--- src/core/swire_pkg.sv ---
package swire_pkg;

   // ------------------------------------------------------------
   // rom function command codes
   // ------------------------------------------------------------
   localparam logic [7:0] CMD_READ_ID   = 8'h33;
   localparam logic [7:0] CMD_MATCH_ID  = 8'h55;
   localparam logic [7:0] CMD_SKIP_ID   = 8'hcc;
   localparam logic [7:0] CMD_SEARCH_ID = 8'hf0;

   // ------------------------------------------------------------
   // identity layout and widths
   // ------------------------------------------------------------
   localparam int ID_BITS    = 64;
   localparam int IDX_W      = 6;
   localparam int CMD_BITS   = 8;
   localparam int FAMILY_LSB = 0;   // family code byte
   localparam int SERIAL_LSB = 8;   // 48-bit serial number
   localparam int CRC_LSB    = 56;  // crc byte
   // identity value is arbitrary
   localparam logic [63:0] ID_RESET = 64'h9c00_0a1b_2c3d_4e01;

   // ------------------------------------------------------------
   // timing, in ns, and derived cycle counts
   // ------------------------------------------------------------
   localparam int CLK_MHZ          = 250;
   localparam int T_RESET_DET_NS   = 480000;  // least low time taken as reset
   localparam int T_PRES_WAIT_NS   = 30000;   // gap before presence pulse
   localparam int T_PRES_LEN_NS    = 120000;  // presence pulse length
   localparam int T_SAMPLE_NS      = 30000;   // sample point after slot fall
   localparam int T_HOLD_NS        = 30000;   // hold low for a sent zero
   localparam int RESET_DET_CYC    = (T_RESET_DET_NS * CLK_MHZ + 999) / 1000;
   localparam int PRES_WAIT_CYC    = (T_PRES_WAIT_NS * CLK_MHZ + 999) / 1000;
   localparam int PRES_LEN_CYC     = (T_PRES_LEN_NS * CLK_MHZ + 999) / 1000;
   localparam int SAMPLE_CYC       = (T_SAMPLE_NS * CLK_MHZ) / 1000;
   localparam int HOLD_CYC         = (T_HOLD_NS * CLK_MHZ + 999) / 1000;
   localparam int CNT_W            = 18;

   // ------------------------------------------------------------
   // carriers
   // ------------------------------------------------------------
   typedef struct packed {
      logic level;
      logic fall;
      logic rise;
   } line_s;

   typedef struct packed {
      logic reset;      // line held low long enough
      logic pres_done;  // presence pulse finished
      logic bit_ok;     // one slot sampled
      logic bit_val;    // sampled line level
   } slot_s;

   typedef struct packed {
      logic en;
      logic val;
   } tx_s;

endpackage : swire_pkg

--- src/core/rom_slave.sv ---
`timescale 1ns/1ps
`default_nettype none
// Behaviour
// - line pin only pulls low through an enable, never drives high.
// - released line rests high; idle suspension keeps the transaction.
// - any long high gap between slots keeps all transaction state.
// - line held low past reset time abandons the transaction.
// - order is reset, rom command, memory command, then data.
// - every transaction begins with master reset and device presence pulse.
// - after presence, eight bits are taken and decoded as rom command.
// - read-identity sends family code, serial number, then crc.
// - match takes 64 bits; selected only if all equal own identity.
// - mismatched device ignores traffic until the next reset.
// - skip goes straight to taking a memory command.
// - search command joins the elimination search.
// - per bit send bit, complement, then read master choice and compare.
// - deselected device stays silent until next reset.
// - identity bits travel least significant first.
module rom_slave #(
   parameter logic [63:0] ROM_ID    = swire_pkg::ID_RESET,
   parameter int          RESET_CYC = swire_pkg::RESET_DET_CYC,
   parameter int          PWAIT_CYC = swire_pkg::PRES_WAIT_CYC,
   parameter int          PLEN_CYC  = swire_pkg::PRES_LEN_CYC,
   parameter int          SMPL_CYC  = swire_pkg::SAMPLE_CYC,
   parameter int          HOLD_CY   = swire_pkg::HOLD_CYC
) (
   input  wire logic        CORE_CLK_I,
   input  wire logic        RST_I,
   input  wire logic        DQ_I,
   output logic             DQ_O,
   output logic             DQ_OE_O,
   output logic             SELECTED_O,
   output logic [7:0]       FUNC_CMD_O,
   output logic             FUNC_CMD_VALID_O,
   output logic             LINE_RESET_O
);
   import swire_pkg::*;

   typedef enum logic [3:0] {
      ST_WAIT_RESET,
      ST_ROM_CMD,
      ST_READ_TX,
      ST_MATCH_RX,
      ST_SRCH_BIT,
      ST_SRCH_CMP,
      ST_SRCH_DIR,
      ST_FUNC_CMD,
      ST_DATA,
      ST_SILENT
   } rom_state_e;

   // ------------------------------------------------------------
   // identity layout
   // ------------------------------------------------------------
   logic [7:0]  id_family;
   logic [47:0] id_serial;
   logic [7:0]  id_crc;
   logic [63:0] id_word;

   // family low byte, serial middle, crc top
   assign id_family = ROM_ID[FAMILY_LSB +: 8];
   assign id_serial = ROM_ID[SERIAL_LSB +: 48];
   assign id_crc    = ROM_ID[CRC_LSB +: 8];
   assign id_word   = {id_crc, id_serial, id_family};

   // ------------------------------------------------------------
   // line front end
   // ------------------------------------------------------------
   line_s line;
   slot_s slot;
   tx_s   tx;
   logic  pull;

   line_filter u_filter (
      .clk_i  (CORE_CLK_I),
      .rst_i  (RST_I),
      .pin_i  (DQ_I),
      .line_o (line)
   );

   slot_timer #(
      .RESET_CYC (RESET_CYC),
      .PWAIT_CYC (PWAIT_CYC),
      .PLEN_CYC  (PLEN_CYC),
      .SMPL_CYC  (SMPL_CYC),
      .HOLD_CY   (HOLD_CY)
   ) u_slot (
      .clk_i  (CORE_CLK_I),
      .rst_i  (RST_I),
      .line_i (line),
      .tx_i   (tx),
      .slot_o (slot),
      .pull_o (pull)
   );

   // open drain: level is always low, only the enable moves
   assign DQ_O    = 1'b0;
   assign DQ_OE_O = pull;

   // ------------------------------------------------------------
   // transaction state
   // ------------------------------------------------------------
   rom_state_e      st_q, st_d;
   logic [IDX_W-1:0] idx_q, idx_d;
   logic [7:0]      sh_q, sh_d;
   logic [2:0]      nbit_q, nbit_d;
   logic            sel_q, sel_d;
   logic [7:0]      fcmd_q, fcmd_d;
   logic            fval_q, fval_d;
   logic            lrst_q, lrst_d;
   logic [7:0]      sh_next;
   logic            id_bit;

   // current identity bit, least significant first
   assign id_bit  = id_word[idx_q];
   assign sh_next = {slot.bit_val, sh_q[7:1]};

   // bit to offer in the next slot
   always_comb begin
      tx.en  = 1'b0;
      tx.val = 1'b1;
      unique case (st_q)
         ST_READ_TX: begin
            tx.en  = 1'b1;
            tx.val = id_bit;
         end
         ST_SRCH_BIT: begin
            tx.en  = 1'b1;
            tx.val = id_bit;
         end
         ST_SRCH_CMP: begin
            tx.en  = 1'b1;
            tx.val = ~id_bit;
         end
         default: begin
            tx.en  = 1'b0;
            tx.val = 1'b1;
         end
      endcase
   end

   // ------------------------------------------------------------
   // rom command decode
   // ------------------------------------------------------------
   rom_state_e cmd_st;
   logic       cmd_sel;

   // next state for each rom command code
   always_comb begin
      cmd_st  = ST_SILENT;
      cmd_sel = 1'b0;
      unique case (sh_next)
         CMD_READ_ID: begin
            cmd_st = ST_READ_TX;
         end
         CMD_MATCH_ID: begin
            cmd_st = ST_MATCH_RX;
         end
         CMD_SKIP_ID: begin
            cmd_st  = ST_FUNC_CMD;
            cmd_sel = 1'b1;
         end
         CMD_SEARCH_ID: begin
            cmd_st = ST_SRCH_BIT;
         end
         default: begin
            cmd_st = ST_SILENT;
         end
      endcase
   end

   // ------------------------------------------------------------
   // rom command sequencer
   // ------------------------------------------------------------
   always_comb begin
      st_d   = st_q;
      idx_d  = idx_q;
      sh_d   = sh_q;
      nbit_d = nbit_q;
      sel_d  = sel_q;
      fcmd_d = fcmd_q;
      fval_d = 1'b0;
      lrst_d = 1'b0;
      if (slot.reset) begin
         // abandon whatever was in progress
         st_d   = ST_WAIT_RESET;
         sel_d  = 1'b0;
         nbit_d = '0;
         lrst_d = 1'b1;
      end else if (slot.pres_done) begin
         // presence sent, a rom command comes next
         st_d   = ST_ROM_CMD;
         nbit_d = '0;
         idx_d  = '0;
      end else if (slot.bit_ok) begin
         unique case (st_q)
            ST_WAIT_RESET: begin
               st_d = ST_WAIT_RESET;
            end
            ST_ROM_CMD: begin
               sh_d   = sh_next;
               nbit_d = nbit_q + 3'h1;
               if (nbit_q == 3'h7) begin
                  // eight bits in, decode the command
                  idx_d = '0;
                  st_d  = cmd_st;
                  sel_d = cmd_sel;
               end
            end
            ST_READ_TX: begin
               // family, serial, crc in one 64-bit walk
               idx_d = idx_q + 6'h01;
               if (idx_q == 6'h3f) begin
                  st_d  = ST_FUNC_CMD;
                  sel_d = 1'b1;
               end
            end
            ST_MATCH_RX: begin
               idx_d = idx_q + 6'h01;
               if (slot.bit_val != id_bit) begin
                  st_d = ST_SILENT;
               end else if (idx_q == 6'h3f) begin
                  st_d  = ST_FUNC_CMD;
                  sel_d = 1'b1;
               end
            end
            ST_SRCH_BIT: begin
               st_d = ST_SRCH_CMP;
            end
            ST_SRCH_CMP: begin
               st_d = ST_SRCH_DIR;
            end
            ST_SRCH_DIR: begin
               idx_d = idx_q + 6'h01;
               if (slot.bit_val != id_bit) begin
                  st_d = ST_SILENT;
               end else if (idx_q == 6'h3f) begin
                  st_d  = ST_FUNC_CMD;
                  sel_d = 1'b1;
               end else begin
                  st_d = ST_SRCH_BIT;
               end
            end
            ST_FUNC_CMD: begin
               sh_d   = sh_next;
               nbit_d = nbit_q + 3'h1;
               if (nbit_q == 3'h7) begin
                  // hand the memory command to the function layer
                  fcmd_d = sh_next;
                  fval_d = 1'b1;
                  st_d   = ST_DATA;
               end
            end
            ST_DATA: begin
               st_d = ST_DATA;
            end
            ST_SILENT: begin
               st_d = ST_SILENT;
            end
            // illegal state code, wait for a line reset
            default: begin
               st_d  = ST_WAIT_RESET;
               sel_d = 1'b0;
            end
         endcase
      end
   end

   always_ff @(posedge CORE_CLK_I) begin
      if (RST_I) begin
         st_q   <= ST_WAIT_RESET;
         idx_q  <= '0;
         sh_q   <= '0;
         nbit_q <= '0;
         sel_q  <= 1'b0;
         fcmd_q <= '0;
         fval_q <= 1'b0;
         lrst_q <= 1'b0;
      end else begin
         st_q   <= st_d;
         idx_q  <= idx_d;
         sh_q   <= sh_d;
         nbit_q <= nbit_d;
         sel_q  <= sel_d;
         fcmd_q <= fcmd_d;
         fval_q <= fval_d;
         lrst_q <= lrst_d;
      end
   end

   // ------------------------------------------------------------
   // user side outputs
   // ------------------------------------------------------------
   assign SELECTED_O       = sel_q;
   assign FUNC_CMD_O       = fcmd_q;
   assign FUNC_CMD_VALID_O = fval_q;
   assign LINE_RESET_O     = lrst_q;

endmodule : rom_slave
`default_nettype wire

--- src/core/line_filter.sv ---
`timescale 1ns/1ps
`default_nettype none
module line_filter (
   input  wire logic          clk_i,
   input  wire logic          rst_i,
   input  wire logic          pin_i,
   output swire_pkg::line_s   line_o
);
   import swire_pkg::*;

   logic [2:0] sync_q;
   logic [2:0] sync_d;
   logic       level_q;
   logic       level_d;
   logic       prev_q;
   logic       prev_d;

   // ------------------------------------------------------------
   // three-stage sampler, level moves when last two agree
   // ------------------------------------------------------------
   always_comb begin
      sync_d  = {sync_q[1:0], pin_i};
      level_d = (sync_q[1] == sync_q[2]) ? sync_q[2] : level_q;
      prev_d  = level_q;
   end

   always_ff @(posedge clk_i) begin
      if (rst_i) begin
         sync_q  <= 3'h7;
         level_q <= 1'b1;
         prev_q  <= 1'b1;
      end else begin
         sync_q  <= sync_d;
         level_q <= level_d;
         prev_q  <= prev_d;
      end
   end

   // edges of the filtered level
   always_comb begin
      line_o.level = level_q;
      line_o.fall  = prev_q & ~level_q;
      line_o.rise  = ~prev_q & level_q;
   end

endmodule : line_filter
`default_nettype wire

--- src/core/slot_timer.sv ---
`timescale 1ns/1ps
`default_nettype none
module slot_timer #(
   parameter int RESET_CYC = swire_pkg::RESET_DET_CYC,
   parameter int PWAIT_CYC = swire_pkg::PRES_WAIT_CYC,
   parameter int PLEN_CYC  = swire_pkg::PRES_LEN_CYC,
   parameter int SMPL_CYC  = swire_pkg::SAMPLE_CYC,
   parameter int HOLD_CY   = swire_pkg::HOLD_CYC
) (
   input  wire logic              clk_i,
   input  wire logic              rst_i,
   input  wire swire_pkg::line_s  line_i,
   input  wire swire_pkg::tx_s    tx_i,
   output swire_pkg::slot_s       slot_o,
   output logic                   pull_o
);
   import swire_pkg::*;

   localparam int END_CYC = (SMPL_CYC > HOLD_CY) ? SMPL_CYC : HOLD_CY;

   typedef enum logic [2:0] {ST_IDLE, ST_SLOT, ST_HELD, ST_PWAIT, ST_PDRIVE} slot_state_e;

   slot_state_e      st_q, st_d;
   logic [CNT_W-1:0] cnt_q, cnt_d;
   logic [CNT_W-1:0] low_q, low_d;
   logic             pull_q, pull_d;
   slot_s            ev_q, ev_d;

   // ------------------------------------------------------------
   // slot, reset and presence sequencing
   // ------------------------------------------------------------
   always_comb begin
      st_d   = st_q;
      cnt_d  = cnt_q + CNT_W'(1);
      pull_d = pull_q;
      ev_d   = '0;
      // low time counted whoever holds the line; own pulls are far shorter
      low_d  = line_i.level ? '0 : low_q + CNT_W'(1);
      unique case (st_q)
         ST_IDLE: begin
            if (line_i.fall) begin
               st_d   = ST_SLOT;
               cnt_d  = '0;
               pull_d = tx_i.en & ~tx_i.val;
            end
         end
         ST_SLOT: begin
            if (cnt_q == CNT_W'(HOLD_CY - 1)) begin
               pull_d = 1'b0;
            end
            if (cnt_q == CNT_W'(SMPL_CYC - 1)) begin
               ev_d.bit_ok  = 1'b1;
               ev_d.bit_val = line_i.level;
            end
            if (cnt_q == CNT_W'(END_CYC - 1)) begin
               st_d = ST_IDLE;
            end
         end
         ST_HELD: begin
            if (line_i.rise) begin
               st_d  = ST_PWAIT;
               cnt_d = '0;
            end
         end
         ST_PWAIT: begin
            if (cnt_q == CNT_W'(PWAIT_CYC - 1)) begin
               st_d   = ST_PDRIVE;
               cnt_d  = '0;
               pull_d = 1'b1;
            end
         end
         ST_PDRIVE: begin
            if (cnt_q == CNT_W'(PLEN_CYC - 1)) begin
               st_d           = ST_IDLE;
               pull_d         = 1'b0;
               ev_d.pres_done = 1'b1;
            end
         end
         default: begin
            st_d   = ST_IDLE;
            pull_d = 1'b0;
         end
      endcase
      // a long low level overrides any slot in progress
      if (low_q == CNT_W'(RESET_CYC - 1) && !line_i.level) begin
         st_d       = ST_HELD;
         pull_d     = 1'b0;
         ev_d.reset = 1'b1;
      end
      if (st_q == ST_HELD) begin
         low_d = low_q;
      end
   end

   always_ff @(posedge clk_i) begin
      if (rst_i) begin
         st_q   <= ST_IDLE;
         cnt_q  <= '0;
         low_q  <= '0;
         pull_q <= 1'b0;
         ev_q   <= '0;
      end else begin
         st_q   <= st_d;
         cnt_q  <= cnt_d;
         low_q  <= low_d;
         pull_q <= pull_d;
         ev_q   <= ev_d;
      end
   end

   assign slot_o = ev_q;
   assign pull_o = pull_q;

endmodule : slot_timer
`default_nettype wire

--- config.mk ---
export PLATFORM = sky130hd
export DESIGN_NAME = rom_slave
export DESIGN_NICKNAME = d
export VERILOG_FILES = /design/src/core/swire_pkg.sv /design/src/core/rom_slave.sv /design/src/core/line_filter.sv /design/src/core/slot_timer.sv
export SDC_FILE = /design/constraint.sdc
export NUM_CORES = 1
export LEC_CHECK = 0
export BUFFER_PORTS_ARGS = -buffer_cell sky130_fd_sc_hd__buf_2
export CAP_MARGIN = 40
export CORE_MARGIN = 3
export CORE_UTILIZATION = 50
export CTS_CLUSTER_SIZE = 30
export DETAILED_ROUTE_END_ITERATION = 10
export HOLD_SLACK_MARGIN = 0.02
export PLACE_DENSITY_LB_ADDON = 0.15
export SKIP_CTS_REPAIR_TIMING = 1
export SLEW_MARGIN = 25
export SYNTH_ARGS = -nofsm -noshare
export SYNTH_HDL_FRONTEND = slang
export SYNTH_SLANG_ARGS = --single-unit
--- constraint.sdc ---
create_clock -name CORE_CLK_I -period 4.6 [get_ports CORE_CLK_I]
set_input_delay 0.69 -clock CORE_CLK_I [delete_from_list [all_inputs] [get_ports CORE_CLK_I]]
set_output_delay 0.69 -clock CORE_CLK_I [all_outputs]
set_load 0.02 [all_outputs]
=== Word-level counts from Yosys, hierarchy flattened ===
Memories as Yosys holds them, arrays and structs flattened. A register that Yosys moved wholly into a read port is not among the register bits.
Cells that the tools add are included.

* Register bits: 81
* Bits in read-only memories: 64
* Bits of input ports: 3
* Output and inout port bits: 13
* Word-level logic and storage cells: 155
* Memories kept: 1

* Add/subtract/negate cells: 4
* $lt $le $gt $ge: 1
* Equal/unequal tests: 39
* Mux-type cells: 45
* Bitwise operators: 16
* Reduce and logical (&&, ||, !) cells: 28

{| class="wikitable"
|+ Memories
! name !! depth !! width !! rd ports !! clocked after memory_dff !! wr ports !! line !! text
|-
| (name not given) || 64 || 1 || 1 || 1 || 0 || rom_slave.sv:115 || <nowiki>assign id_bit = id_word[idx_q];</nowiki>
|}

{| class="wikitable"
|+ Operator list
! operator !! count
|-
| $mux 18 || 4
|-
| $pmux 18 s3 || 1
|-
| $add 18x1->18 const B || 2
|-
| $pmux 4 s9 || 1
|-
| $mux 6 || 5
|-
| $reduce_and 5->1 || 5
|-
| $mux 4 || 5
|-
| $eq 18x13->1 const B || 1
|-
| $eq 18x15->1 const B || 1
|-
| $eq 18x17->1 const B || 1
|-
| $eq 4x3->1 const B || 4
|-
| $eq 8x8->1 const B || 2
|-
| $pmux 4 s4 || 1
|-
| $mux 1 || 15
|-
| $mux 3 || 5
|-
| $pmux 3 s5 || 1
|-
| $reduce_or 2->1 || 7
|-
| $not 1->1 || 13
|-
| $ne 3x2->1 const B || 4
|-
| $pmux 6 s2 || 1
|-
| $ne 2x2->1 const B || 5
|-
| $ne 3x1->1 const B || 3
|-
| $reduce_or 3->1 || 3
|-
| $eq 4x2->1 const B || 2
|-
| other kinds (30) || 41
|}

=== Longest topological paths before layout ===
Gate-level depths: netlist of the first run.

* Word-level depth: 8
* Gate-level depth with buffers: 12

=== Hierarchy ===
From an unflattened synthesis of the first run, not the netlist that was laid out.

* Cell total of the unflattened synthesis: 493
* Area, all modules: 4255.3 um^2

{| class="wikitable"
|+ Modules (own cells, without submodules)
! module !! instances !! cells an instance !! area each (um^2) !! sequential area each (um^2)
|-
| rom_slave || 1 || 247 || 2073.2 || 640.6
|-
| slot_timer || 1 || 231 || 2019.4 || 880.8
|-
| line_filter || 1 || 15 || 162.7 || 100.1
|}

=== Worst setup path after synthesis of the first run ===
Ideal clock, no wire load.

* Path type: register to register
* Start: reg nbit_q[0]
* End: reg id_bit (netlist name)
* Library setup time: 0.131 ns
* Data arrival time: 2.247 ns
* Setup slack: 2.222 ns
* Stages on the path, launching flop included: 12
* Cell sequence: dfxtp_1 > ha_1 > ha_1 > a21o_1 > a31oi_2 > o21ai_1 > a21oi_1 > ha_1 > nand2_1 > o21ai_0 > nand4_1 > nand4_1

{| class="wikitable"
|+ RTL lines
! element !! line !! text
|-
| from (decl) || rom_slave.sv:106 || <nowiki>logic [2:0] nbit_q, nbit_d;</nowiki>
|-
| from (signal assigned) || rom_slave.sv:283 || <nowiki>nbit_q <= nbit_d;</nowiki>
|}

==> out/metrics.csv, run 1 <==
stage;metric;value;unit
sta;slew_viol_final;0;
worst_hold_path;holdPathStages;1;
pwr;peakVddDrop;0.000221;V
detailed_routing;wl_per_cell;13.6;um
logic_synthesis;synth_seq_cells;81;
cells_and_area;drive_gt1_share;10.0;%
setup_path;worst_r2r_endpoint;id_bit;
sta;hold_viol_final;0;
die;die_w;96.5;um
pwr;comb_power_share;1.6;%
sta;worst_pin_slew;0.644;ns
die;core;7850;um^2
logic_synthesis;yosysWarnings;0;
cells_and_area;num_antenna_cells;0;
pwr;pwr-share-seq;56.7;%
sta;max_freq;367;MHz
setup_path;cp.required;4.83;ns
setup_path;reg2regPathDepth;11;
die;placementRows;32;
outcome;status;finished clean;
logic_synthesis;synth.top_cells.by_count;dfxtp_1, nor2_1, nand2_1;
cells_and_area;nets;486;
pwr;cellPowerDensity;283;nW/um^2
sta;worst_slack;1.88;ns
detailed_routing;drt_iter0_markers;141;
logic_synthesis;syn_area_per_cell;8.69;um^2
logic_synthesis;ys_seq_area_share;39.6;%
clocking;clock_latency;0.34;ns
detailed_routing;avgViaCountPerCell;5.61;
sta;clock-skew-final;0.0110;ns
detailed_routing;drt_wl_total;7.94;mm
logic_synthesis;synthFlopType;dfxtp_1;
detailed_routing;drc;0;
setup_path;r2r_setup_slack;1.88;ns
logic_synthesis;synthTopCellsByArea;dfxtp_1, nor2_1, xor2_1;
clocking;cts.sinks;81;
die;dieArea;9300;um^2
logic_synthesis;synth_nets;482;
clocking;cts_root_buf;clkbuf_8;
worst_hold_path;holdPathEnd;u_filter.sync_q[1];
cells_and_area;final_cells;582;
clocking;numCtsBuffers;9;
logic_synthesis;synth_most_common_cell;dfxtp_1;
grt;globalRouteTotalUtil;18.5;%
die;ioPinCount;16;
setup_path;crit-reg2reg-launch;nbit_q[0];
setup_path;arrival;2.95;ns
setup_path;critPathKind;flip-flop to flip-flop;
die;start_util;52.1;%
clocking;cts_tree;yes;
sta;min_period;2.72;ns
pwr;swShare;21.7;%
logic_synthesis;netlist_area;4090;um^2
logic_synthesis;synth_edf_count;0;
logic_synthesis;synthCells;471;
worst_hold_path;min-delay-start;u_filter.sync_q[0];
logic_synthesis;synth_top_cell_by_area;dfxtp_1;
grt;gr-total-overflow;0;
setup_path;crit_fanout;7;
setup_path;cp-end-kind;flip-flop;
grt;grt_antenna_before_repair;0;
flow_run;max_cap_viol_count;0;
placed_design;dp_hpwl;5.57;mm
sta;rsz0062_at_grt;no;
placed_design;place_ws;1.65;ns
grt;grt_pass1_wl;14.0;mm
setup_path;setup.worst_path.start;nbit_q[0];
grt;grt_max_degree;34;
cells_and_area;fin_area;4400;um^2
cells_and_area;final_util;56.1;%
pwr;p_leak;1.74;nW
detailed_routing;postRouteAntennaNets;0;
worst_hold_path;hold_class;flip-flop to flip-flop;
sta;setup_viol;0;
pwr;clkPwrFrac;41.7;%
die;fp.dieH;96.5;um
logic_synthesis;synth_cell_type_count;68;
clocking;clk_pin_slew;0.09;ns
cells_and_area;syn2layout_area_growth;7.55;%
pwr;p_int;0.976;mW
clocking;clockBufferDepth;2;
logic_synthesis;yosysTopAreaCellShare;39.6;%
placed_design;postPlaceCellArea;4200;um^2
clocking;htree_levels;3;
placed_design;gp_congestion;0.805;
placed_design;dp.cells;566;
sta;period_share;59.2;%
pwr;p_sw;0.270;mW
placed_design;portBuffers;14;
sta;setup_tns;0;ns
setup_path;start_kind;flip-flop;
detailed_routing;vias;3267;
sta;slew_headroom;57.0;%
logic_synthesis;async_flop_share;0;%
detailed_routing;firstDrtPassIters;4;
grt;grt_pass1_vias;3119;
## kinds of logic (layout without fill, tap and decap cells)
logic type                 count (synthesis)  count (layout)  synth area share [%]
muxes                                     23              23                  5.66
AOI/OAI and AO/OA                         63              63                  11.7
adders and majority gates                  9               9                  2.69
xor gates and xnor gates                  38              38                  8.13
DFF                                       81              81                  39.6
other                                      1               1                0.0917
and+or+nand+nor                          223             223                  28.7
buffers and inverters                     33              42                  3.39
## registers in the layout (all words and copies together), names as in the netlist, 3 cells and up
| register | cells |
|---|---|
| FUNC_CMD_O | 8 |
| idx_q | 6 |
| nbit_q | 3 |
| sh_q | 7 |
| st_q | 4 |
| u_filter.sync_q | 3 |
| u_slot.cnt_q | 18 |
| u_slot.low_q | 18 |
| u_slot.slot_o | 4 |
| u_slot.st_q | 3 |
## worst max path at each step
stage,slack (ns),end,cells after the start
2_1_floorplan,2.22,id_bit,11
3_3_place_gp,1.77,id_bit,10
3_5_place_dp,1.65,id_bit,10
4_1_cts,1.91,id_bit,11
5_1_grt,1.68,id_bit,10
6_report,1.88,id_bit,11
## routing by layer
metal	wire [um]	track usage, %	vias to the layer above
met4	57	4.67	0
met1	3820	23.7	1544
met5	0	0	-
met3	301	4.57	10
li1	-	-	1664
met2	3760	31.1	49
## metrics by stage
step / hold WS [ns] / total power [mW]
floorplan: 0.389 / 0.738
global placement: 0.405 / 0.742
detailed placement: 0.403 / 0.743
CTS: 0.425 / 1.27
global route: 0.442 / 1.30
finish: 0.417 / 1.25
## critical path: stages (launching register included)
cell     delay [ns]
dfxtp_1        0.32
ha_1           0.20
ha_1           0.22
a21o_1         0.22
a31oi_2        0.45
o21ai_1        0.20
a21oi_1        0.36
ha_1           0.29
nand2_1        0.05
o21ai_0        0.08
nand4_1        0.11
nand4_1        0.09
## power by group through the flow
stage | sequential (mW) | clock, mW | combinational [mW]
3_5_place_dp | 0.723 | 0 | 0.0201
3_3_place_gp | 0.723 | 0 | 0.0194
6_report | 0.706 | 0.520 | 0.0195
4_1_cts | 0.706 | 0.542 | 0.0200
5_1_grt | 0.707 | 0.567 | 0.0222
2_1_floorplan | 0.722 | 0 | 0.0160
## placed cells by master, fill, tap and decap left out, types with 4 or more instances in the layout
master and n:
dfxtp_1 81, nor2_1 78, nand2_1 31, xor2_1 26
nand3_1 24, mux2i_1 22, a21oi_1 16, buf_2 14
xnor2_1 12, inv_1 10, clkbuf_8 10, nor4bb_1 9
nor3_1 9, nand4_1 9, nand2b_1 8, ha_1 8
and3_1 7, or2_2 7, o21ai_0 6, nor2b_1 6
nor4_1 5, o211ai_1 5, or3_1 4, o31ai_1 4
## final cells by class
type                            count  area, um^2
Multi-Input combinational cell    357        2330
Sequential cell                    81        1620
Clock buffer                       10         138
Inverter                           12        45.0
Tap cell                          102         128
Fill cell                         744        3450
Timing Repair Buffer               14        70.1
Clock inverter                      6        67.6
No activity file was read; power rests on OpenSTA's default activity.
==> run 2, diff against run 1 <==
clock period = 2.39 ns   (was 4.6 ns; I/O delays follow)
==> run 2 against run 1 <==
Net effect: global-route usage decreased by 0.87 points; register-to-register slack got worse by 1.8 ns; setup slack got worse by 1.8 ns; worst hold slack got worse by 0.24 ns; design area increased by 4.7%; sequential share of layout area decreased by 1.6 points; maximum frequency increased by 17%; utilization increased by 2.6 points; critical path depth increased by 1; critical path type unchanged.
==> out/metrics.csv, run 2 (synthesis gave the netlist of run 1 again) <==
stage;metric;value;unit;change
detailed_routing;postRouteAntennaNets;0;;unchanged
detailed_routing;wl_per_cell;13.2;um;was 13.6 um
clocking;cts.sinks;81;;unchanged
cells_and_area;num_antenna_cells;0;;unchanged
detailed_routing;drc;0;;unchanged
clocking;cts_tree;yes;;unchanged
sta;slew_viol_final;0;;unchanged
die;dieArea;9300;um^2;unchanged
placed_design;portBuffers;14;;unchanged
sta;setup_viol;0;;unchanged
outcome;status;finished clean;;unchanged
grt;grt_pass1_wl;13.0;mm;was 14.0 mm
die;die_w;96.5;um;unchanged
setup_path;cp.required;2.63;ns;was 4.83 ns
cells_and_area;drive_gt1_share;15.0;%;was 10.0%
clocking;clock_latency;0.35;ns;was 0.34 ns
cells_and_area;final_cell_mix;dfxtp_1, nor2_1, nand2_1;;unchanged
die;placementRows;32;;unchanged
clocking;htree_levels;3;;unchanged
sta;max_freq;431;MHz;was 367 MHz
pwr;peakVddDrop;0.000367;V;was 0.000221 V
grt;grt_max_degree;28;;was 34
setup_path;start_kind;flip-flop;;unchanged
grt;gr-total-overflow;0;;unchanged
setup_path;crit_path_cell_trace;ha_1, ha_2, a21o_1, a31o_1, and3_4, o21a_4, inv_4, ha_1, nand2_1, o21ai_0, nand4_1, nand4_1;;was ha_1, ha_1, a21o_1, a31oi_2, o21ai_1, a21oi_1, ha_1, nand2_1, o21ai_0, nand4_1, nand4_1
setup_path;crit_family;compound AO/OA/AOI/OAI gates;;unchanged
sta;clock-skew-final;0.0141;ns;was 0.0110 ns
setup_path;arrival;2.56;ns;was 2.95 ns
setup_path;crit_fanout;7;;unchanged
pwr;cellPowerDensity;531;nW/um^2;was 283 nW/um^2
sta;period_share;97.0;%;was 59.2%
clocking;clockBufferDepth;2;;unchanged
worst_hold_path;hold_class;input pin to flip-flop;;was flip-flop to flip-flop
setup_path;cp-end-kind;flip-flop;;unchanged
cells_and_area;layout_commonest_cell;dfxtp_1;;unchanged
pwr;power.total;2.45;mW;was 1.25 mW
clocking;cts_root_buf;clkbuf_8;;unchanged
grt;grt_pass1_vias;2874;;was 3,119
sta;hold_viol_final;0;;unchanged
setup_path;slowest_delay;0.34;ns;was 0.45 ns
cells_and_area;syn2layout_area_growth;12.6;%;was 7.55%
clocking;clk_pin_slew;0.10;ns;was 0.09 ns
placed_design;dp_hpwl;5.64;mm;was 5.57 mm
sta;worst_pin_slew;0.647;ns;was 0.644 ns
detailed_routing;drt_wl_total;7.92;mm;was 7.94 mm
cells_and_area;fillerInstances;709;;was 744
setup_path;critPathKind;flip-flop to flip-flop;;unchanged
setup_path;crit_slowest_cell;dfxtp_2;;was a31oi_2
die;core;7850;um^2;unchanged
sta;slew_headroom;56.8;%;was 57.0%
die;fp.dieH;96.5;um;unchanged
sta;setup_tns;0;ns;unchanged
die;ioPinCount;16;;unchanged
detailed_routing;drt_iter0_markers;104;;was 141
setup_path;crit_buf_inv;1;;was 0
die;start_util;52.1;%;unchanged
grt;grt_antenna_before_repair;0;;unchanged
pwr;p_leak;1.85;nW;was 1.74 nW
detailed_routing;firstDrtPassIters;4;;unchanged
clocking;numCtsBuffers;9;;unchanged
grt;globalRouteTotalUtil;17.6;%;was 18.5%
detailed_routing;avgViaCountPerCell;5.46;;was 5.61
cells_and_area;nets;505;;was 486
detailed_routing;vias;3281;;was 3,267
sta;min_period;2.32;ns;was 2.72 ns
flow_run;max_cap_viol_count;0;;unchanged
placed_design;gp_congestion;0.824;;was 0.805
## run 2: cell count changes in the layout (fill, tap and decap cells not counted), moves of 2 or more
cell	previous run	this run
dfxtp_1	81	79
buf_4	0	18
clkinv_4	2	0
dfxtp_2	0	2
inv_6	0	4
## run 2: worst paths after layout
path,endpoint,cells after the start,start,slack (ns)
setup / recovery,id_bit,12,nbit_q[0],0.07
hold / removal,u_filter.sync_q[0],2,DQ_I,0.18
setup reg to reg,id_bit,12,nbit_q[0],0.07
hold reg to reg,u_filter.sync_q[1],1,u_filter.sync_q[0],0.43
## run 2: where the power goes
group / leakage (nW) / switching [mW] / internal (mW)
logic: 1.09 / 0.0296 / 0.0162
clock network: 0.103 / 0.539 / 0.505
registers: 0.654 / 0.00431 / 1.35
total: 1.85 / 0.573 / 1.88
## run 2: final cells by class
cell class	count	area [um^2]	area share, %
Multi-Input combinational cell	357	2380	51.6
Sequential cell	81	1620	35.2
Timing Repair Buffer	33	225	4.89
Tap cell	102	128	2.77
Clock buffer	9	124	2.69
Clock inverter	7	83.8	1.82
Inverter	12	47.5	1.03
## run 2: routing by layer
metal | routed length [um] | vias to the layer above | track usage (%)
met4 | 79 | 0 | 5.26
met5 | 0 | - | 0
li1 | - | 1703 | -
met1 | 3870 | 1532 | 23.5
met2 | 3710 | 38 | 28.4
met3 | 256 | 8 | 3.95
## run 2: worst register-to-register path: cells and delay by family (launching register included)
kind                     cells  cell delay, ns
AO/OA/AOI/OAI                4            0.73
adder cells (fa/ha/maj)      3            0.61
AND/OR/NAND/NOR              4            0.44
flip-flops                   1            0.34
buffers and inverters        1            0.08
## run 2: stage by stage
stage                     instances  worst slack (ns)  utilization [%]  hold slack [ns]  area (um^2)
after floorplan                 471            0.0121                -            0.389         4090
after global placement          583            0.0415             55.2            0.405         4340
after detailed placement        583           -0.0457             55.2            0.409         4340
after CTS                       599           -0.0536             57.9            0.158         4540
after global routing            601           -0.0279             58.7            0.178         4610
final                           601            0.0716             58.7            0.182         4610
